### src/core/mhdb_pkg.sv
// Package of register offsets, field positions and timing constants for the card host block.
package mhdb_pkg;
  localparam logic [7:0] REG_SYSCFG = 8'h00;
  localparam logic [7:0] REG_DELAY = 8'h04;
  localparam logic [7:0] REG_CMD = 8'h08;
  localparam logic [7:0] REG_STATUS = 8'h0c;
  localparam logic [7:0] REG_MASK = 8'h10;
  localparam int SYSCFG_IDLE_BIT = 0;
  localparam int DELAY_RESET_BIT = 31;
  localparam int STAT_CMD_DONE = 0;
  localparam int STAT_DATA_TIMEOUT = 1;
  localparam int STAT_DELAY_DONE = 2;
  localparam logic [5:0] CMD_BUS_TEST_WRITE = 6'h13;
  localparam logic [5:0] CMD_BUS_TEST_READ = 6'h0e;
  localparam int CLK_PERIOD_NS = 40;
  localparam int DELAY_RESET_NS = 640;
  localparam int DELAY_RESET_CYCLES = (DELAY_RESET_NS + CLK_PERIOD_NS - 1) / CLK_PERIOD_NS;
  localparam int CRC_WAIT_LINK_EDGES = 8;
  localparam int CMD_BITS = 48;
  localparam logic [2:0] STAT_RESET = 3'h0;
  localparam logic [31:0] SYSCFG_RESET = 32'h0000_0001;
endpackage

### src/core/mhdb_link_if.sv
// Interface carrying link clock edge events between the host core and its link sampler.
`timescale 1ns/10ps
`default_nettype none
interface mhdb_link_if;
  logic rise;
  logic fall;
  logic dat0;
  modport sampler (output rise, output fall, output dat0);
  modport core (input rise, input fall, input dat0);
endinterface
`default_nettype wire

### src/core/mhdb_link_sampler.sv
// Link sampler that synchronises the card clock and data line and finds clock edges.
`timescale 1ns/10ps
`default_nettype none
module mhdb_link_sampler
  import mhdb_pkg::*;
(
  input wire logic clk,
  input wire logic sys_rst,
  input wire logic link_clk,
  input wire logic link_dat0,
  mhdb_link_if.sampler lk
);
  logic [2:0] clk_sync;
  logic [2:0] dat_sync;
  logic clk_state;
  logic next_clk_state;
  logic dat_state;
  logic next_dat_state;

  // A change counts only once the second and third stages agree.
  always_comb
  begin
    next_clk_state = clk_state;
    next_dat_state = dat_state;
    if (clk_sync[1] == clk_sync[2])
      next_clk_state = clk_sync[2];
    if (dat_sync[1] == dat_sync[2])
      next_dat_state = dat_sync[2];
  end

  always_ff @(posedge clk)
  begin
    if (sys_rst)
    begin
      clk_sync <= 3'h0;
      dat_sync <= 3'h7;
      clk_state <= 1'b0;
      dat_state <= 1'b1;
    end
    else
    begin
      clk_sync <= {clk_sync[1:0], link_clk};
      dat_sync <= {dat_sync[1:0], link_dat0};
      clk_state <= next_clk_state;
      dat_state <= next_dat_state;
    end
  end

  assign lk.rise = next_clk_state & ~clk_state;
  assign lk.fall = ~next_clk_state & clk_state;
  assign lk.dat0 = dat_state;
endmodule
`default_nettype wire

### src/core/mhdb_host.sv
// Card host core: delay-line soft reset with idle gating and bus-test commands with data timeout.
// Operation
// - With the automatic idle bit set, the interface clock is gated so the delay-line done pulse is missed.
// - The delay-line reset still runs to its end, but its completion never reaches the registers while gated.
// - In the gated case the soft reset flag at bit 31 of the delay-line register stays at one.
// - While that flag is high, further software reset requests are ignored.
// - After the bus-test write command the controller waits for a write CRC status token.
// - When that token never comes, the controller raises its data timeout event flag.
//
// Implementation choices: the register addresses and strobed register access.
`timescale 1ns/10ps
`default_nettype none
module mhdb_host
  import mhdb_pkg::*;
(
  input wire logic clk,
  input wire logic sys_rst,
  input wire logic [7:0] addr,
  input wire logic [31:0] wdata,
  input wire logic wr_en,
  input wire logic rd_en,
  output logic [31:0] rdata,
  output logic irq,
  input wire logic link_clk,
  input wire logic link_cmd_in,
  output logic link_cmd_out,
  output logic link_cmd_oe,
  input wire logic link_dat0
);
  typedef enum {ST_IDLE, ST_SEND, ST_CRC_WAIT} mhdb_state_e;

  mhdb_link_if lk ();

  mhdb_link_sampler u_sampler (
    .clk(clk),
    .sys_rst(sys_rst),
    .link_clk(link_clk),
    .link_dat0(link_dat0),
    .lk(lk)
  );

  logic [31:0] syscfg;
  logic [31:0] next_syscfg;
  logic soft_flag;
  logic next_soft_flag;
  logic dly_run;
  logic next_dly_run;
  logic [7:0] dly_cnt;
  logic [7:0] next_dly_cnt;
  logic [2:0] status;
  logic [2:0] next_status;
  logic [2:0] mask;
  logic [2:0] next_mask;
  logic [5:0] cmd_index;
  logic [5:0] next_cmd_index;
  mhdb_state_e state;
  mhdb_state_e next_state;
  logic [47:0] shift;
  logic [47:0] next_shift;
  logic [7:0] bit_cnt;
  logic [7:0] next_bit_cnt;
  logic [31:0] next_rdata;
  logic dly_done;
  logic cmd_done_ev;
  logic timeout_ev;
  logic cmd_out;
  logic next_cmd_out;
  logic cmd_oe;
  logic next_cmd_oe;
  logic done_captured;
  logic dly_request;
  logic cmd_accept;

  // Decode of a register address hit, shared by the read and write paths.
  function automatic logic hit(input logic [7:0] a, input logic [7:0] r);
    hit = (a == r);
  endfunction

  // The run timer always reaches its end; only the capture of its done pulse is gated.
  assign dly_done = dly_run && (dly_cnt == 8'(DELAY_RESET_CYCLES - 1));

  // Qualified events shared by the sequencers and the register file, kept apart to avoid a loop.
  assign done_captured = dly_done && !syscfg[SYSCFG_IDLE_BIT];
  assign dly_request = wr_en && hit(addr, REG_DELAY) && wdata[DELAY_RESET_BIT];
  assign cmd_accept = wr_en && hit(addr, REG_CMD) && (state == ST_IDLE);

  // Delay-line reset sequencer; a request is refused while the flag is still high.
  always_comb
  begin
    next_soft_flag = soft_flag;
    next_dly_run = dly_run;
    next_dly_cnt = dly_cnt;
    if (dly_run)
    begin
      if (dly_done)
        next_dly_run = 1'b0;
      else
        next_dly_cnt = dly_cnt + 8'h01;
    end
    // With idle gating on, the done pulse is dropped and the flag stays set.
    if (done_captured)
      next_soft_flag = 1'b0;
    if (dly_request && !soft_flag)
    begin
      next_soft_flag = 1'b1;
      next_dly_run = 1'b1;
      next_dly_cnt = 8'h00;
    end
  end

  always_ff @(posedge clk)
  begin
    if (sys_rst)
    begin
      soft_flag <= 1'b0;
      dly_run <= 1'b0;
      dly_cnt <= 8'h00;
    end
    else
    begin
      soft_flag <= next_soft_flag;
      dly_run <= next_dly_run;
      dly_cnt <= next_dly_cnt;
    end
  end

  // Command engine: shifts the command out on link falling edges, then waits for CRC status after the bus-test write only.
  always_comb
  begin
    next_state = state;
    next_shift = shift;
    next_bit_cnt = bit_cnt;
    next_cmd_out = cmd_out;
    next_cmd_oe = cmd_oe;
    cmd_done_ev = 1'b0;
    timeout_ev = 1'b0;
    case (state)
      ST_IDLE:
      begin
        if (cmd_accept)
        begin
          next_shift = {2'b01, wdata[5:0], wdata[31:0], 7'h00, 1'b1};
          next_bit_cnt = 8'h00;
          next_state = ST_SEND;
        end
      end
      ST_SEND:
      begin
        if (lk.fall)
        begin
          next_cmd_oe = 1'b1;
          next_cmd_out = shift[47];
          next_shift = {shift[46:0], 1'b1};
          if (bit_cnt == 8'(CMD_BITS))
          begin
            next_cmd_oe = 1'b0;
            next_cmd_out = 1'b1;
            cmd_done_ev = 1'b1;
            next_bit_cnt = 8'h00;
            // The write bus-test command wrongly expects a CRC status token afterwards.
            if (cmd_index == CMD_BUS_TEST_WRITE)
              next_state = ST_CRC_WAIT;
            else
              next_state = ST_IDLE;
          end
          else
            next_bit_cnt = bit_cnt + 8'h01;
        end
      end
      ST_CRC_WAIT:
      begin
        // A token start bit would end the wait; the card sends none for bus test.
        if (lk.rise && !lk.dat0)
          next_state = ST_IDLE;
        else if (lk.rise)
        begin
          if (bit_cnt == 8'(CRC_WAIT_LINK_EDGES - 1))
          begin
            timeout_ev = 1'b1;
            next_state = ST_IDLE;
          end
          else
            next_bit_cnt = bit_cnt + 8'h01;
        end
      end
      default:
        next_state = ST_IDLE;
    endcase
  end

  always_ff @(posedge clk)
  begin
    if (sys_rst)
    begin
      state <= ST_IDLE;
      shift <= 48'h0;
      bit_cnt <= 8'h00;
      cmd_out <= 1'b1;
      cmd_oe <= 1'b0;
    end
    else
    begin
      state <= next_state;
      shift <= next_shift;
      bit_cnt <= next_bit_cnt;
      cmd_out <= next_cmd_out;
      cmd_oe <= next_cmd_oe;
    end
  end

  // Configuration writes; the command index only follows a command the engine accepts.
  always_comb
  begin
    next_syscfg = syscfg;
    next_mask = mask;
    next_cmd_index = cmd_index;
    if (wr_en && hit(addr, REG_SYSCFG))
      next_syscfg = {31'h0, wdata[SYSCFG_IDLE_BIT]};
    if (wr_en && hit(addr, REG_MASK))
      next_mask = wdata[2:0];
    if (cmd_accept)
      next_cmd_index = wdata[5:0];
  end

  always_ff @(posedge clk)
  begin
    if (sys_rst)
    begin
      syscfg <= SYSCFG_RESET;
      mask <= 3'h0;
      cmd_index <= 6'h00;
    end
    else
    begin
      syscfg <= next_syscfg;
      mask <= next_mask;
      cmd_index <= next_cmd_index;
    end
  end

  // Sticky event bits; a read clears them, but an event in the same cycle wins so none is lost.
  always_comb
  begin
    next_status = status;
    if (rd_en && hit(addr, REG_STATUS))
      next_status = STAT_RESET;
    if (cmd_done_ev)
      next_status[STAT_CMD_DONE] = 1'b1;
    if (timeout_ev)
      next_status[STAT_DATA_TIMEOUT] = 1'b1;
    if (done_captured)
      next_status[STAT_DELAY_DONE] = 1'b1;
  end

  always_ff @(posedge clk)
  begin
    if (sys_rst)
      status <= STAT_RESET;
    else
      status <= next_status;
  end

  // Read path; the word stands in the cycle after the strobe and is zero otherwise.
  always_comb
  begin
    next_rdata = 32'h0;
    if (rd_en)
    begin
      if (hit(addr, REG_SYSCFG))
        next_rdata = syscfg;
      else if (hit(addr, REG_DELAY))
        next_rdata = {soft_flag, 30'h0, dly_run};
      else if (hit(addr, REG_CMD))
        next_rdata = {24'h0, state != ST_IDLE, 1'b0, cmd_index};
      else if (hit(addr, REG_STATUS))
        next_rdata = {29'h0, status};
      else if (hit(addr, REG_MASK))
        next_rdata = {29'h0, mask};
    end
  end

  always_ff @(posedge clk)
  begin
    if (sys_rst)
      rdata <= 32'h0;
    else
      rdata <= next_rdata;
  end

  assign irq = |(status & mask);
  assign link_cmd_out = cmd_out;
  assign link_cmd_oe = cmd_oe;

  // The response line is not decoded here; only data timeout matters for bus test.
  logic unused_cmd_in;
  assign unused_cmd_in = link_cmd_in;
endmodule
`default_nettype wire

### config.mk
export PLATFORM = sky130hd
export DESIGN_NAME = mhdb_host
export DESIGN_NICKNAME = d
export VERILOG_FILES = /design/src/core/mhdb_pkg.sv /design/src/core/mhdb_link_if.sv /design/src/core/mhdb_link_sampler.sv /design/src/core/mhdb_host.sv
export SDC_FILE = /design/constraint.sdc
export NUM_CORES = 1
export LEC_CHECK = 0
export BUFFER_PORTS_ARGS = -buffer_cell sky130_fd_sc_hd__buf_2
export CORE_MARGIN = 2
export CORE_UTILIZATION = 35
export CTS_CLUSTER_SIZE = 12
export DETAILED_ROUTE_END_ITERATION = 12
export MAX_ROUTING_LAYER = met4
export RECOVER_POWER = 25
export SLEW_MARGIN = 30
export SYNTH_ARGS = -nofsm -noshare
export SYNTH_HDL_FRONTEND = slang
export SYNTH_SLANG_ARGS = --single-unit
### constraint.sdc
create_clock -name clk -period 5.2 [get_ports clk]
set_clock_uncertainty 0.2 [all_clocks]
set_input_delay 1.04 -clock clk [delete_from_list [all_inputs] [get_ports clk]]
set_output_delay 1.04 -clock clk [all_outputs]
set_load 0.01 [all_outputs]
==> flow_summary.json <==
{
  "num-fill-cells": 1246,
  "cts_root_buffer": "clkbuf_16",
  "synth_enable_flop_cells": 0,
  "clock_sinks": 99,
  "synth_top_family_by_area": "simple AND/OR/NAND/NOR gates",
  "layout-drive-gt1-share_pct": 13.6,
  "wl_per_cell_um": 12.9,
  "die_height_um": 117,
  "initial_core_util_pct": 35.8,
  "cts_resized": 0,
  "maxCapViolations": 1,
  "final_nets": 592,
  "cp-end-kind": "flop",
  "place_congestion": 0.818,
  "synth-compound-area-share_pct": 16.4,
  "max-vdd-ir-drop_uv": 156,
  "fin_tns_setup_ns": 0,
  "drv_slew": 50,
  "synth_cell_types": 58,
  "synth_mux_area_share_pct": 8.48,
  "synthFlopType": "dfxtp_1",
  "path_max_fanout": 49,
  "hold_violations": 0,
  "cts_tree": "built",
  "first_pass_iters": 4,
  "synth-adder-area-share_pct": 1.67,
  "hold_class": "flop to flop",
  "finalSetupViolations": 0,
  "grt_pass1_vias": 3305,
  "worstSetupPathType": "input pin to flop",
  "synth_xor_area_share_pct": 1.36,
  "p_per_area_nw_per_um2": 348,
  "n_antenna_cell": 0,
  "status": "complete, but fails checks",
  "grt_max_degree": 67,
  "clkTransAtPathRegs_ns": 0.06,
  "via_per_inst": 4.94,
  "drtIter0Drc": 193,
  "slew-limit-headroom_pct": -47.5,
  "violations": "capacitance limit, slew limit",
  "fp-row-count": 41,
  "fmax_mhz": 290,
  "cts.path.max_buffers": 2,
  "die_x_um": 117,
  "period_needed_ns": 3.44,
  "synth_cells": 501,
  "gr-total-overflow": 0,
  "fin_util_pct": 40.8,
  "antenna_found_initial": 0,
  "drc": 0,
  "fin_crit_sh_pct": 66.2,
  "async_flop_share_pct": 0,
  "yosys.area_share.simple_pct": 19.7,
  "track_usage_pct": 14.2,
  "h-tree-depth": 3,
  "rrSetupSlack_ns": 2.46,
  "p_total_mw": 1.78,
  "syn-cell-area_um2": 4500,
  "synthToLayoutAreaGrowth_pct": 13.9,
  "io_buffers": 56,
  "cp.required_ns": 5.22,
  "drt-total-wl_um": 9230,
  "avgSynthCellArea_um2": 8.98,
  "tightest_slew_ns": 2.21,
  "vias": 3535,
  "rsz0062_at_grt": "no",
  "core_area_um2": 12600,
  "numCtsBuffers": 9,
  "arrival_ns": 3.46,
  "ys_ff_latch": 99,
  "cts_setup_buffers": 0,
  "antenna_left": 0,
  "cellLeakagePower_nw": 1.82,
  "die_area_um2": 13800,
  "yosysWarnings": 0,
  "hold_buffers": 0,
  "ys_seq_area_share_pct": 44.0,
  "startpoint_type": "input pin",
  "clk_latency_ns": 0.35,
  "ioPinCount": 82,
  "grt_pass1_wl_um": 15700,
  "dp_hpwl_um": 6380
}
logic make-up (layout without fill, tap and decap cells):
family,count (synthesis),count (layout)
xor+xnor,7,7
other cells,1,24
flops,99,99
mux,38,38
fa+ha+maj,6,6
simple gates,185,185
buf+inv,68,88
compound gates,97,97
per-layer routing:
metal / vias to the layer above / routed length (um) / GRT usage, %
li1: 1810 / - / -
met1: 1622 / 4390 / 17.5
met2: 92 / 4150 / 22.3
met3: 11 / 539 / 3.89
met4: 0 / 149 / 5.20
met5: - / 0 / -
state kept, by name (all words and copies together) (netlist names), 2 cells and up:
name / flops
bit_cnt: 8
state: 2
shift: 48
cmd_index: 6
rdata: 8
u_sampler.clk_sync: 3
u_sampler.dat_sync: 3
dly_cnt: 8
status: 3
mask: 3
synthesized netlist by cell type (all sizes together), types with 3 or more instances:
cell type / number / area share [%]
dfxtp: 99 / 44
nor2: 84 / 7.0
a211oi: 41 / 7.0
mux2i: 37 / 8.2
buf: 36 / 5.6
nand2: 23 / 1.9
clkbuf: 20 / 1.7
nor3: 19 / 2.1
inv: 12 / 1.0
a21oi: 11 / 1.2
nor2b: 10 / 1.4
a22oi: 9 / 1.5
nand3: 8 / 0.89
nand2b: 7 / 0.97
ha: 6 / 1.7
nand4: 6 / 0.83
xor2: 6 / 1.2
and2: 5 / 0.70
a22o: 4 / 0.78
and3: 4 / 0.56
o31ai: 4 / 0.97
a211o: 3 / 0.58
a21boi: 3 / 0.50
nor4: 3 / 0.56
o21ai: 3 / 0.33
o41ai: 3 / 0.58
or2: 3 / 0.42
or3: 3 / 0.42
report_power, final:
group	switching, mW	internal [mW]	total [mW]
clock	0.275	0.483	0.759
combinational	0.122	0.0801	0.202
sequential	0.0209	0.799	0.820
total	0.418	1.36	1.78
critical path: stages:
cell	delay (ns)
clkbuf_1	1.54
buf_4	0.62
or3_1	0.17
o32ai_1	0.07
layout by cell type (no fill, tap or decap), drive strengths merged, types with 4 or more instances in the layout:
cell type | Yosys | routed
a211oi | 41 | 41
a21oi | 11 | 11
a22o | 4 | 4
a22oi | 9 | 9
and2 | 5 | 5
and3 | 4 | 4
buf | 36 | 49
clkbuf | 20 | 23
conb | 1 | 24
dfxtp | 99 | 99
ha | 6 | 6
inv | 12 | 12
mux2i | 37 | 37
nand2 | 23 | 23
nand2b | 7 | 7
nand3 | 8 | 8
nand4 | 6 | 6
nor2 | 84 | 84
nor2b | 10 | 10
nor3 | 19 | 19
o31ai | 4 | 4
xor2 | 6 | 6
through the flow:
stage	area [um2]	hold WS, ns	instances	setup slack (ns)
CTS	5140	0.209	716	1.89
detailed placement	4790	0.193	700	1.53
global route	5120	0.230	716	1.50
floorplan	4590	0.189	524	2.16
global placement	4790	0.197	700	1.58
finish	5120	0.207	716	1.76
area by class of cell:
class	count	area (um2)	area share [%]
Clock inverter	4	97.6	1.90
Tap cell	172	215	4.20
Inverter	12	45.0	0.879
Multi-Input combinational cell	357	2240	43.7
Timing Repair Buffer	60	297	5.79
Clock buffer	12	246	4.81
Sequential cell	99	1980	38.7
final timing paths:
kind / depth (start not counted) / startpoint / end
worst min register to register: 1 / u_sampler.dat_sync[0] / u_sampler.dat_sync[1]
worst max register to register: 6 / state[1] / bit_cnt[4]
worst max-delay path: 4 / sys_rst / bit_cnt[5]
worst min-delay path: 1 / u_sampler.dat_sync[0] / u_sampler.dat_sync[1]
No activity file was read; power rests on OpenSTA's default activity.
